===== config.mk =====
export PLATFORM = sky130hd
export DESIGN_NAME = ipp_regs
export DESIGN_NICKNAME = d
export VERILOG_FILES = /design/src/hdl/ipp_arbiter.v /design/src/hdl/ipp_regs.v
export VERILOG_INCLUDE_DIRS = /design/src /design/src/hdl
export SDC_FILE = /design/constraint.sdc
export NUM_CORES = 1
export LEC_CHECK = 0
export BUFFER_PORTS_ARGS = -buffer_cell sky130_fd_sc_hd__buf_2
export CAP_MARGIN = 10
export CELL_PAD_IN_SITES_DETAIL_PLACEMENT = 0
export CELL_PAD_IN_SITES_GLOBAL_PLACEMENT = 2
export CORE_MARGIN = 10
export CORE_UTILIZATION = 40
export CTS_CLUSTER_DIAMETER = 40
export CTS_CLUSTER_SIZE = 16
export DETAILED_ROUTE_END_ITERATION = 6
export PLACE_DENSITY_LB_ADDON = 0.1
export SYNTH_ARGS = -nofsm -noshare
export SYNTH_HDL_FRONTEND = slang
export SYNTH_SLANG_ARGS = --single-unit

===== constraint.sdc =====
create_clock -name CLOCK -period 4.6 [get_ports CLOCK]
set_input_delay 0.92 -clock CLOCK [delete_from_list [all_inputs] [get_ports CLOCK]]
set_output_delay 0.92 -clock CLOCK [all_outputs]
set_load 0.02 [all_outputs]

===== src/hdl/ipp_defines.vh =====
`ifndef IPP_DEFINES_VH
`define IPP_DEFINES_VH

// Register byte offsets from the controller base
`define IPP_OFF_PEND_SET 12'h200
`define IPP_OFF_PEND_CLR 12'h280
`define IPP_OFF_PRIO0 12'h400
`define IPP_OFF_PRIO1 12'h404
`define IPP_OFF_PRIO2 12'h408
`define IPP_OFF_ENABLE 12'h600
`define IPP_OFF_EVT_MASK 12'h604
`define IPP_OFF_EVT_STAT 12'h608
`define IPP_OFF_ACTIVE 12'h60C

// Reset values
`define IPP_RST_WORD 32'h00000000
`define IPP_RST_PRIO 24'h000000
`define IPP_RST_EVT 3'h0

// Priority field layout inside each byte lane
`define IPP_PRIO_LSB 6
`define IPP_PRIO_W 2
`define IPP_PRIO_LINES 12

// Exception vector of line 0
`define IPP_VEC_BASE 6'h10

// Event status bit positions
`define IPP_EVT_REQ 0
`define IPP_EVT_DIS 1
`define IPP_EVT_ACK 2
`define IPP_EVT_W 3

// Bus responses
`define IPP_RESP_OKAY 2'h0
`define IPP_RESP_SLVERR 2'h2

`endif


===== src/hdl/ipp_arbiter.v =====
`timescale 1ns/1ps
`include "ipp_defines.vh"

module ipp_arbiter #(
   parameter LINES = 32,
   parameter IDX_W = 5
) (
   // Candidates and their priorities
   input wire [LINES-1:0] cand,
   input wire [LINES*`IPP_PRIO_W-1:0] prio,
   // Winner
   output reg found,
   output reg [IDX_W-1:0] line,
   output reg [`IPP_PRIO_W-1:0] level
);

   integer i;
   reg [`IPP_PRIO_W-1:0] p;

   always @* begin
      found = 1'b0;
      line = {IDX_W{1'b0}};
      level = {`IPP_PRIO_W{1'b1}};
      p = {`IPP_PRIO_W{1'b0}};
      // Strict compare keeps lowest line on ties
      for (i = 0; i < LINES; i = i + 1) begin
         p = prio[i*`IPP_PRIO_W +: `IPP_PRIO_W];
         if (cand[i] && (!found || p < level)) begin
            found = 1'b1;
            line = i[IDX_W-1:0];
            level = p;
         end
      end
   end

endmodule // ipp_arbiter


===== src/hdl/ipp_regs.v =====
// Function
// - Write one to set-register pends line
// - Write one to clear-register unpends line
// - Bit n is line n, vectors 16-47
// - Both pending registers read pending state
// - Two-bit priority, zero most urgent
// - Four lines per word, top byte bits
// - Pending registers at 0x200 and 0x280
// - Priority words at 0x400, 0x404, 0x408
// - Reset clears pending and priorities
// - Disabled line still pends, not activated
// - Clearing pending leaves active state alone
//
// Decided for this implementation: register access over AXI4-Lite.
`timescale 1ns/1ps
`include "ipp_defines.vh"

module ipp_regs #(
   parameter LINES = 32,
   parameter IDX_W = 5
) (
   // Clock and reset
   input wire CLOCK,
   input wire RSTN,
   // AXI4-Lite write address
   input wire [11:0] S_AWADDR,
   input wire S_AWVALID,
   output wire S_AWREADY,
   // AXI4-Lite write data
   input wire [31:0] S_WDATA,
   input wire [3:0] S_WSTRB,
   input wire S_WVALID,
   output wire S_WREADY,
   // AXI4-Lite write response
   output wire [1:0] S_BRESP,
   output wire S_BVALID,
   input wire S_BREADY,
   // AXI4-Lite read address
   input wire [11:0] S_ARADDR,
   input wire S_ARVALID,
   output wire S_ARREADY,
   // AXI4-Lite read data
   output wire [31:0] S_RDATA,
   output wire [1:0] S_RRESP,
   output wire S_RVALID,
   input wire S_RREADY,
   // Peripheral requests
   input wire [LINES-1:0] IRQ_REQ,
   // Core side
   input wire CORE_ACK,
   input wire CORE_DONE,
   input wire [IDX_W-1:0] CORE_DONE_LINE,
   output wire SEL_VALID,
   output wire [IDX_W-1:0] SEL_LINE,
   output wire [5:0] SEL_VECTOR,
   output wire [`IPP_PRIO_W-1:0] SEL_PRIORITY,
   // Event interrupt
   output wire IRQ_OUT
);

   // Word address match, low two bits ignored
   function hit;
      input [11:0] addr;
      input [11:0] off;
      begin
         hit = (addr[11:2] == off[11:2]);
      end
   endfunction

   // Pack four priority fields into a word
   function [31:0] prio_word;
      input [4*`IPP_PRIO_W-1:0] f;
      integer k;
      begin
         prio_word = 32'h00000000;
         for (k = 0; k < 4; k = k + 1) begin
            prio_word[k*8+`IPP_PRIO_LSB +: `IPP_PRIO_W] = f[k*`IPP_PRIO_W +: `IPP_PRIO_W];
         end
      end
   endfunction

   // Register state
   reg [LINES-1:0] pend_q, pend_d, act_q, act_d, en_q;
   reg [`IPP_PRIO_LINES*`IPP_PRIO_W-1:0] prio_q, prio_d;
   reg [`IPP_EVT_W-1:0] stat_q, stat_d, mask_q;
   // Bus state
   reg aw_have_q, w_have_q, bvalid_q, rvalid_q;
   reg [11:0] aw_addr_q;
   reg [31:0] w_data_q, rdata_q;
   reg [3:0] w_strb_q;
   reg [1:0] bresp_q, rresp_q;
   // Selection state
   reg sel_valid_q;
   reg [IDX_W-1:0] sel_line_q;
   reg [`IPP_PRIO_W-1:0] sel_prio_q;

   wire aw_take = S_AWVALID && S_AWREADY;
   wire w_take = S_WVALID && S_WREADY;
   wire ar_take = S_ARVALID && S_ARREADY;
   wire do_write = aw_have_q && w_have_q && !bvalid_q;
   // Byte strobes widened to a bit mask
   wire [31:0] wmask = {{8{w_strb_q[3]}}, {8{w_strb_q[2]}}, {8{w_strb_q[1]}}, {8{w_strb_q[0]}}};
   wire [31:0] wbits = w_data_q & wmask;
   wire ack = CORE_ACK && sel_valid_q;

   wire wr_set = do_write && hit(aw_addr_q, `IPP_OFF_PEND_SET);
   wire wr_clr = do_write && hit(aw_addr_q, `IPP_OFF_PEND_CLR);
   wire wr_p0 = do_write && hit(aw_addr_q, `IPP_OFF_PRIO0);
   wire wr_p1 = do_write && hit(aw_addr_q, `IPP_OFF_PRIO1);
   wire wr_p2 = do_write && hit(aw_addr_q, `IPP_OFF_PRIO2);
   wire wr_en = do_write && hit(aw_addr_q, `IPP_OFF_ENABLE);
   wire wr_mask = do_write && hit(aw_addr_q, `IPP_OFF_EVT_MASK);
   wire wr_known = wr_set || wr_clr || wr_p0 || wr_p1 || wr_p2 || wr_en || wr_mask
                   || hit(aw_addr_q, `IPP_OFF_EVT_STAT) || hit(aw_addr_q, `IPP_OFF_ACTIVE);

   // One write and one read in flight at most
   assign S_AWREADY = !aw_have_q && !bvalid_q;
   assign S_WREADY = !w_have_q && !bvalid_q;
   assign S_ARREADY = !rvalid_q;
   assign S_BVALID = bvalid_q;
   assign S_BRESP = bresp_q;
   assign S_RVALID = rvalid_q;
   assign S_RDATA = rdata_q;
   assign S_RRESP = rresp_q;

   // Read decode
   reg [31:0] rd_word;
   reg rd_ok, rd_stat;

   always @* begin
      rd_word = 32'h00000000;
      rd_ok = 1'b1;
      rd_stat = 1'b0;
      // Either pending word shows live state
      if (hit(S_ARADDR, `IPP_OFF_PEND_SET) || hit(S_ARADDR, `IPP_OFF_PEND_CLR)) begin
         rd_word = pend_q;
      end else if (hit(S_ARADDR, `IPP_OFF_PRIO0)) begin
         rd_word = prio_word(prio_q[0 +: 4*`IPP_PRIO_W]);
      end else if (hit(S_ARADDR, `IPP_OFF_PRIO1)) begin
         rd_word = prio_word(prio_q[4*`IPP_PRIO_W +: 4*`IPP_PRIO_W]);
      end else if (hit(S_ARADDR, `IPP_OFF_PRIO2)) begin
         rd_word = prio_word(prio_q[8*`IPP_PRIO_W +: 4*`IPP_PRIO_W]);
      end else if (hit(S_ARADDR, `IPP_OFF_ENABLE)) begin
         rd_word = en_q;
      end else if (hit(S_ARADDR, `IPP_OFF_EVT_MASK)) begin
         rd_word = {{(32-`IPP_EVT_W){1'b0}}, mask_q};
      end else if (hit(S_ARADDR, `IPP_OFF_EVT_STAT)) begin
         rd_word = {{(32-`IPP_EVT_W){1'b0}}, stat_q};
         rd_stat = 1'b1;
      end else if (hit(S_ARADDR, `IPP_OFF_ACTIVE)) begin
         rd_word = act_q;
      end else begin
         rd_ok = 1'b0;
      end
   end

   // Pending and active next state
   always @* begin
      pend_d = pend_q;
      act_d = act_q;
      if (wr_set) begin
         pend_d = pend_d | wbits;
      end
      if (wr_clr) begin
         pend_d = pend_d & ~wbits;
      end
      // Accepted line leaves pending, becomes active
      if (ack) begin
         pend_d[sel_line_q] = 1'b0;
         act_d[sel_line_q] = 1'b1;
      end
      if (CORE_DONE) begin
         act_d[CORE_DONE_LINE] = 1'b0;
      end
      // Request pends regardless of enable
      // Request wins over a clear in the same cycle
      pend_d = pend_d | IRQ_REQ;
   end

   // Priority next state
   always @* begin
      prio_d = prio_q;
      // Field k sits at bits 8k+7..8k+6
      // Only the field bits are stored
      if (wr_p0) begin
         prio_d[0 +: 4*`IPP_PRIO_W] = prio_pack(prio_q[0 +: 4*`IPP_PRIO_W]);
      end
      if (wr_p1) begin
         prio_d[4*`IPP_PRIO_W +: 4*`IPP_PRIO_W] = prio_pack(prio_q[4*`IPP_PRIO_W +: 4*`IPP_PRIO_W]);
      end
      if (wr_p2) begin
         prio_d[8*`IPP_PRIO_W +: 4*`IPP_PRIO_W] = prio_pack(prio_q[8*`IPP_PRIO_W +: 4*`IPP_PRIO_W]);
      end
   end

   // Merge written fields under byte strobes
   function [4*`IPP_PRIO_W-1:0] prio_pack;
      input [4*`IPP_PRIO_W-1:0] old;
      integer k;
      begin
         prio_pack = old;
         for (k = 0; k < 4; k = k + 1) begin
            if (w_strb_q[k]) begin
               prio_pack[k*`IPP_PRIO_W +: `IPP_PRIO_W] = w_data_q[k*8+`IPP_PRIO_LSB +: `IPP_PRIO_W];
            end
         end
      end
   endfunction

   // Event status, read clears, new event wins
   wire [`IPP_EVT_W-1:0] evt;
   assign evt[`IPP_EVT_REQ] = |IRQ_REQ;
   assign evt[`IPP_EVT_DIS] = |(IRQ_REQ & ~en_q);
   assign evt[`IPP_EVT_ACK] = ack;

   always @* begin
      stat_d = stat_q;
      if (ar_take && rd_stat) begin
         stat_d = `IPP_RST_EVT;
      end
      stat_d = stat_d | evt;
   end

   assign IRQ_OUT = |(stat_q & mask_q);

   // Arbitration over enabled, pending, idle lines
   wire [LINES-1:0] cand = pend_q & en_q & ~act_q;
   wire [LINES*`IPP_PRIO_W-1:0] prio_all = {{((LINES-`IPP_PRIO_LINES)*`IPP_PRIO_W){1'b0}}, prio_q};
   wire arb_found;
   wire [IDX_W-1:0] arb_line;
   wire [`IPP_PRIO_W-1:0] arb_level;

   // Disabled lines never reach the core
   ipp_arbiter #(
      .LINES(LINES),
      .IDX_W(IDX_W)
   ) u_arb (
      .cand(cand),
      .prio(prio_all),
      .found(arb_found),
      .line(arb_line),
      .level(arb_level)
   );

   assign SEL_VALID = sel_valid_q;
   assign SEL_LINE = sel_line_q;
   assign SEL_VECTOR = `IPP_VEC_BASE + {{(6-IDX_W){1'b0}}, sel_line_q};
   assign SEL_PRIORITY = sel_prio_q;

   // Bus channel registers
   always @(posedge CLOCK or negedge RSTN) begin
      if (!RSTN) begin
         aw_have_q <= 1'b0;
         aw_addr_q <= 12'h000;
         w_have_q <= 1'b0;
         w_data_q <= `IPP_RST_WORD;
         w_strb_q <= 4'h0;
         bvalid_q <= 1'b0;
         bresp_q <= `IPP_RESP_OKAY;
         rvalid_q <= 1'b0;
         rdata_q <= `IPP_RST_WORD;
         rresp_q <= `IPP_RESP_OKAY;
      end else begin
         if (aw_take) begin
            aw_have_q <= 1'b1;
            aw_addr_q <= S_AWADDR;
         end
         if (w_take) begin
            w_have_q <= 1'b1;
            w_data_q <= S_WDATA;
            w_strb_q <= S_WSTRB;
         end
         // Unmapped writes answer SLVERR
         if (do_write) begin
            aw_have_q <= 1'b0;
            w_have_q <= 1'b0;
            bvalid_q <= 1'b1;
            bresp_q <= wr_known ? `IPP_RESP_OKAY : `IPP_RESP_SLVERR;
         end else if (bvalid_q && S_BREADY) begin
            bvalid_q <= 1'b0;
         end
         // Unmapped reads give zero and SLVERR
         if (ar_take) begin
            rvalid_q <= 1'b1;
            rdata_q <= rd_word;
            rresp_q <= rd_ok ? `IPP_RESP_OKAY : `IPP_RESP_SLVERR;
         end else if (rvalid_q && S_RREADY) begin
            rvalid_q <= 1'b0;
         end
      end
   end

   // Controller state
   always @(posedge CLOCK or negedge RSTN) begin
      if (!RSTN) begin
         pend_q <= `IPP_RST_WORD;
         prio_q <= `IPP_RST_PRIO;
         act_q <= `IPP_RST_WORD;
         en_q <= `IPP_RST_WORD;
         mask_q <= `IPP_RST_EVT;
         stat_q <= `IPP_RST_EVT;
         sel_valid_q <= 1'b0;
         sel_line_q <= {IDX_W{1'b0}};
         sel_prio_q <= {`IPP_PRIO_W{1'b0}};
      end else begin
         pend_q <= pend_d;
         prio_q <= prio_d;
         act_q <= act_d;
         stat_q <= stat_d;
         if (wr_en) begin
            en_q <= (en_q & ~wmask) | wbits;
         end
         if (wr_mask) begin
            mask_q <= (mask_q & ~wmask[`IPP_EVT_W-1:0]) | wbits[`IPP_EVT_W-1:0];
         end
         // Drop valid on accept so a stale line is never offered twice
         sel_valid_q <= arb_found && !ack;
         sel_line_q <= arb_line;
         sel_prio_q <= arb_level;
      end
   end

endmodule // ipp_regs


Word level (Yosys, flattened, before mapping)
Cells that the tools add are included.
- word-level logic and storage cells: 392
- flip-flop bits (word level): 222
- reduce and logical (&&, ||, !) cells: 147
- add/subtract/negate cells: 1
- multiplexer cells: 138
- eq/ne operators: 18
- $lt $le $gt $ge: 35
- bitwise logic cells: 23
- operator list (operator ; number):
    $mux W32 ; 13
    $and A32 B32 Y32 ; 8
    $not A32 Y32 ; 6
    $eq A10 B9 Y1 const B ; 14
    $or A32 B32 Y32 ; 4
    $mux W5 ; 16
    $mux W2 ; 36
    $reduce_or A32 Y1 ; 2
    $mux W1 ; 58
    $logic_and A1 B1 Y1 ; 52
    $eq A10 B8 Y1 const B ; 4
    $logic_or A1 B1 Y1 ; 40
    $lt A1 B2 Y1 const A ; 20
    $logic_not A1 Y1 ; 36
    $mux W4 ; 8
    $reduce_and A2 Y1 ; 12
    $lt A2 B2 Y1 ; 11
    $mux W3 ; 5
    $lt A5 B6 Y1 const B ; 2
    $demux W1 S5 ; 2
    $ge A5 B1 Y1 const B ; 2
    $reduce_bool A2 Y1 ; 4
    $add A5 B5 Y6 const A ; 1
    $and A3 B3 Y3 ; 2
    other kinds (3) ; 4

Depth between registers and ports, before layout
- word-level depth: 128
- mapped depth: 14
- mapped depth without buffers: 12

Cells and area by module
From an unflattened synthesis, not the netlist that was laid out.
- cell total of the unflattened synthesis: 1607
- area, all modules: 13973.4 um2
- by module, submodules not included (module ; sequential area each (um2) ; area an instance (um2) ; instances ; cells an instance):
    ipp_regs ; 5455.2 ; 10550.1 ; 1 ; 1027
    ipp_arbiter ; 0.0 ; 3423.3 ; 1 ; 580

Worst setup path before layout
Ideal clock, no wire load.
- kind: register -> register
- start: register prio_q[1]
- end: register sel_line_q[0] (netlist: SEL_LINE[0])
- period minus slack after synthesis: 3123 ps
- arrival time: 2988 ps
- setup time: 135 ps
- path slack: 1477 ps
- cell stages (with the launch flop): 14
- cells stage by stage: dfrtp_1 -> and4bb_4 -> or3_4 -> buf_6 -> a211oi_2 -> o31ai_2 -> a211oi_2 -> o21ai_4 -> a221oi_2 -> o41a_4 -> o21ai_2 -> buf_6 -> o311ai_1 -> a32oi_1
- cells in the longest elaborated chain, start to end: 125
- elaborated cells between the ends (all ways): 215
- classes of those cells: 31 x order compare; 92 x mux; 92 x reduce/logical
- ends and longest elaborated chain (what ; RTL line ; text):
    start: declaration ; ipp_regs.v:84 ; reg [`IPP_PRIO_LINES*`IPP_PRIO_W-1:0] prio_q, prio_d;
    start signal: assignment ; ipp_regs.v:297 ; prio_q <= `IPP_RST_PRIO;
    start signal: assignment ; ipp_regs.v:307 ; prio_q <= prio_d;
    $mux W2 (*) ; ipp_arbiter.v:28 ; if (cand[i] && (!found || p < level)) begin
    $lt A2 B2 Y1 ; ipp_arbiter.v:28 ;
    $logic_or A1 B1 Y1 ; ipp_arbiter.v:28 ;
    $logic_and A1 B1 Y1 ; ipp_arbiter.v:28 ;
    $mux W2 or $mux W1 (tied branches) ; ipp_arbiter.v:28 ;
    $lt A2 B2 Y1 or $logic_not A1 Y1 (tied branches) ; ipp_arbiter.v:28 ;
    $logic_or A1 B1 Y1 ; ipp_arbiter.v:28 ;
    $logic_and A1 B1 Y1 ; ipp_arbiter.v:28 ;
    [... 110 more ...] ; n/a ;
    $logic_or A1 B1 Y1 ; ipp_arbiter.v:28 ;
    $logic_and A1 B1 Y1 ; ipp_arbiter.v:28 ;
    $mux W2 or $mux W1 (tied branches) ; ipp_arbiter.v:28 ;
    $lt A1 B2 Y1 or $logic_not A1 Y1 (tied branches) ; ipp_arbiter.v:28 ;
    $logic_or A1 B1 Y1 ; ipp_arbiter.v:28 ;
    $logic_and A1 B1 Y1 ; ipp_arbiter.v:28 ;
    $mux W5 (*) ; ipp_arbiter.v:28 ;
    via arb_line[0] ; ipp_regs.v:230 ; wire [IDX_W-1:0] arb_line;
    end signal: assignment ; ipp_regs.v:303 ; sel_line_q <= {IDX_W{1'b0}};
    end signal: assignment ; ipp_regs.v:318 ; sel_line_q <= arb_line;
    end: declaration ; ipp_regs.v:94 ; reg [IDX_W-1:0] sel_line_q;
The timed path passes the listed nets; every way through them passes the cells marked *.
A chain may end at the register's enable or synchronous reset.

Worst setup path in the final report
- start: register prio_q[5]
- end: register sel_line_q[1] (netlist: SEL_LINE[1])
- cells in the longest elaborated chain, start to end: 120
- elaborated cells between the ends (all ways): 207
- classes of those cells: 30 x order compare; 88 x mux; 89 x reduce/logical
- ends and longest elaborated chain (what ; RTL line):
    $lt A2 B2 Y1 ; ipp_arbiter.v:28
    $logic_or A1 B1 Y1 ; ipp_arbiter.v:28
    $logic_and A1 B1 Y1 ; ipp_arbiter.v:28
    $mux W2 or $mux W1 (tied branches) ; ipp_arbiter.v:28
    $lt A2 B2 Y1 or $logic_not A1 Y1 (tied branches) ; ipp_arbiter.v:28
    $logic_or A1 B1 Y1 ; ipp_arbiter.v:28
    $logic_and A1 B1 Y1 ; ipp_arbiter.v:28
    $mux W2 or $mux W1 (tied branches) ; ipp_arbiter.v:28
    [... 105 more ...] ; n/a
    $logic_or A1 B1 Y1 ; ipp_arbiter.v:28
    $logic_and A1 B1 Y1 ; ipp_arbiter.v:28
    $mux W2 or $mux W1 (tied branches) ; ipp_arbiter.v:28
    $lt A1 B2 Y1 or $logic_not A1 Y1 (tied branches) ; ipp_arbiter.v:28
    $logic_or A1 B1 Y1 ; ipp_arbiter.v:28
    $logic_and A1 B1 Y1 ; ipp_arbiter.v:28
    $mux W5 (*) ; ipp_arbiter.v:28
    via arb_line[1] ; ipp_regs.v:230
Marked as above.

==> results.cfg <==
[run_status]
status = completed

[cts]
cts_tree = built
cts_buffers = 38
clockBufferDepth = 3
cts_setup_buffers = 0
clk_pin_slew_ns = 0.05
clock_sinks = 218
htreeDepth = 2
post_cts_resized = 0
ctsRootBufferMaster = clkbuf_16
clk_latency_ns = 0.52
holdBufCountCts = 0

[grt]
overflow = 0
grt_pass1_vias = 10347
grt_antenna_before_repair = 0
grt_usage_pct = 24.3
grt_max_degree = 96
grt_pass1_wl_um = 66200

[power]
clkPwrFrac_pct = 41.3
combPwrFrac_pct = 18.8
p_sw_mw = 2.24
p_int_mw = 4.69
swShare_pct = 32.4
powerDensity_mw_per_mm2 = 501
fin_total_pwr_mw = 6.93
pwr-share-seq_pct = 39.8
p_leak_nw = 6.25
vdd_ir_drop_max_uv = 290

[sta]
setup_viol = 0
setup_slack_ns = 0.625
slew_headroom_pct = 12.0
finalMaxSlewViolations = 0
max_freq_ghz = 0.252
fin_skew_ns = 0.0166
period_share_pct = 86.4
fin_crit_ns = 3.98
tns_ns = 0
hold_viol_final = 0
rsz0062_at_grt = false
worst_slew_pin_slew_ns = 1.32

[place]
dp_slack_ns = 0.780
place_congestion = 0.923
placed_cell_area_sq_mm = 0.0125
dp.cells = 1623
hpwl_um = 32200
portBuffers = 155

[final_layout]
area_growth_pct = 22.1
drive_gt1_share_pct = 29.2
layout_common_cells = 218 x dfrtp_1, 154 x buf_2, 146 x a21oi_1
num_antenna_cells = 0
nFillCells = 2685
stdcell_count = 1691
fin_nets = 1392
stdcell_area_sq_mm = 0.0138
final_common_cell = dfrtp_1

[logic_synthesis]
syn_inst = 1128
syn_area_per_cell_sq_um = 10.0
synth_edf_count = 0
syn_area_sq_mm = 0.0113
synth_cell_type_count = 77
synth_seq_cells = 218
synthArstFlopShare_pct = 100
ys_seq_area_share_pct = 48.1
synth_ff_type = dfrtp_1
ys.warnings.count = 0

[routing]
antenna_left = 0
drt-total-wl_um = 44100
vias_per_cell = 6.05
drt-initial-drc-count = 1047
drt-pass1-iter-count = 6
drc_errors = 0
wire_per_inst_um = 26.1
vias = 10230

[worst_setup_path]
critPathArrivalTime_ns = 4.37
worstPathMaxFanout = 11
crit_slowest_cell = nor3_1
cp-end-kind = register
cp.required_ns = 5.00
startpoint_type = register
crit_type = reg2reg
max_stage_delay_ns = 0.58
path_cells = and4bb_2 > nor3_1 > nand3_2 > or3_1 > a21oi_1 > a32oi_1 > o41a_4 > o21ai_2 > o211ai_1 > o22a_1

[worst_hold_path]
holdCritPathClass = in2async

[floorplanning]
core_sq_mm = 0.0279
ios = 162
chipWidth_um = 188
start_util_pct = 40.7
die_area_sq_mm = 0.0355
die_h_um = 188
rows = 61

[job]
cap_violations = 0
[cell families after synthesis]
| group | Yosys count | synth area share, % |
|---|---|---|
| AO/OA/AOI/OAI | 368 | 21.8 |
| AND/OR/NAND/NOR | 326 | 15.4 |
| flip-flops | 218 | 48.1 |
| buffers and inverters | 107 | 3.92 |
| multiplexers | 105 | 10.4 |
| adder cells (fa/ha/maj) | 3 | 0.287 |
| other | 1 | 0.0331 |
[metal layers]
metal	part of all wire [%]	global-route usage [%]	wire [um]
met1	44	33.1	19500
met2	46	37.8	20100
met3	7.8	5.28	3420
met4	2.5	7.72	1120
met5	0	0	0
[final cells by class]
cell class,instances,area (sq um),area share (%)
Inverter,49,184,1.33
Clock buffer,48,1060,7.65
Sequential cell,218,5460,39.4
Timing Repair Buffer,174,941,6.80
Tap cell,378,473,3.42
Multi-Input combinational cell,804,5470,39.6
Clock inverter,20,251,1.82
[power groups by stage]
stage | Sequential (mW) | Clock, mW | Combinational [mW]
final | 2.76 | 2.87 | 1.31
after global routing | 2.82 | 3.01 | 1.42
after CTS | 2.75 | 2.91 | 1.32
after detailed placement | 2.78 | 0 | 1.31
after global placement | 2.78 | 0 | 1.30
after floorplan | 2.67 | 0 | 0.799
[critical path, delay by kind of cell, from the launching register on]
family | cells | cell delay (ns)
AO/OA/AOI/OAI | 6 | 1.78
flip-flops | 1 | 0.52
AND/OR/NAND/NOR | 4 | 1.55
[synthesized netlist by cell type, types with 19 or more instances]
| master | count | area (sq um) |
|---|---|---|
| o21ai_0 | 52 | 260 |
| nor3_1 | 22 | 110 |
| nand2_1 | 58 | 218 |
| a22o_1 | 29 | 254 |
| a222oi_1 | 35 | 350 |
| o22ai_1 | 19 | 119 |
| dfrtp_1 | 218 | 5460 |
| a21oi_1 | 146 | 731 |
| inv_1 | 49 | 184 |
| nor2_1 | 99 | 372 |
| clkbuf_1 | 45 | 169 |
| mux2_2 | 104 | 1170 |
| nand3b_1 | 31 | 233 |
[stage by stage]
stage	utilization (%)	hold WS [ns]
after floorplan	-	0.469
after global placement	45.0	0.475
final	49.7	0.411
after detailed placement	45.0	0.487
after global routing	49.7	0.496
after CTS	49.7	0.467
[path summary, 6_finish.rpt]
path                                 end       start  cells past startpoint  slack, ns
min in group CLOCK            S_BRESP[1]  S_BRESP[1]                      2       0.49
hold / removal             aw_addr_q[11]        RSTN                      1       0.41
setup reg to reg             SEL_LINE[1]   prio_q[5]                     10       0.62
hold reg to reg               S_BRESP[1]  S_BRESP[1]                      2       0.49
max in group asynchronous    S_RDATA[13]        RSTN                      2       3.25
setup / recovery             SEL_LINE[1]   prio_q[5]                     10       0.62
Note: power is estimated with default switching activity, not from simulation.
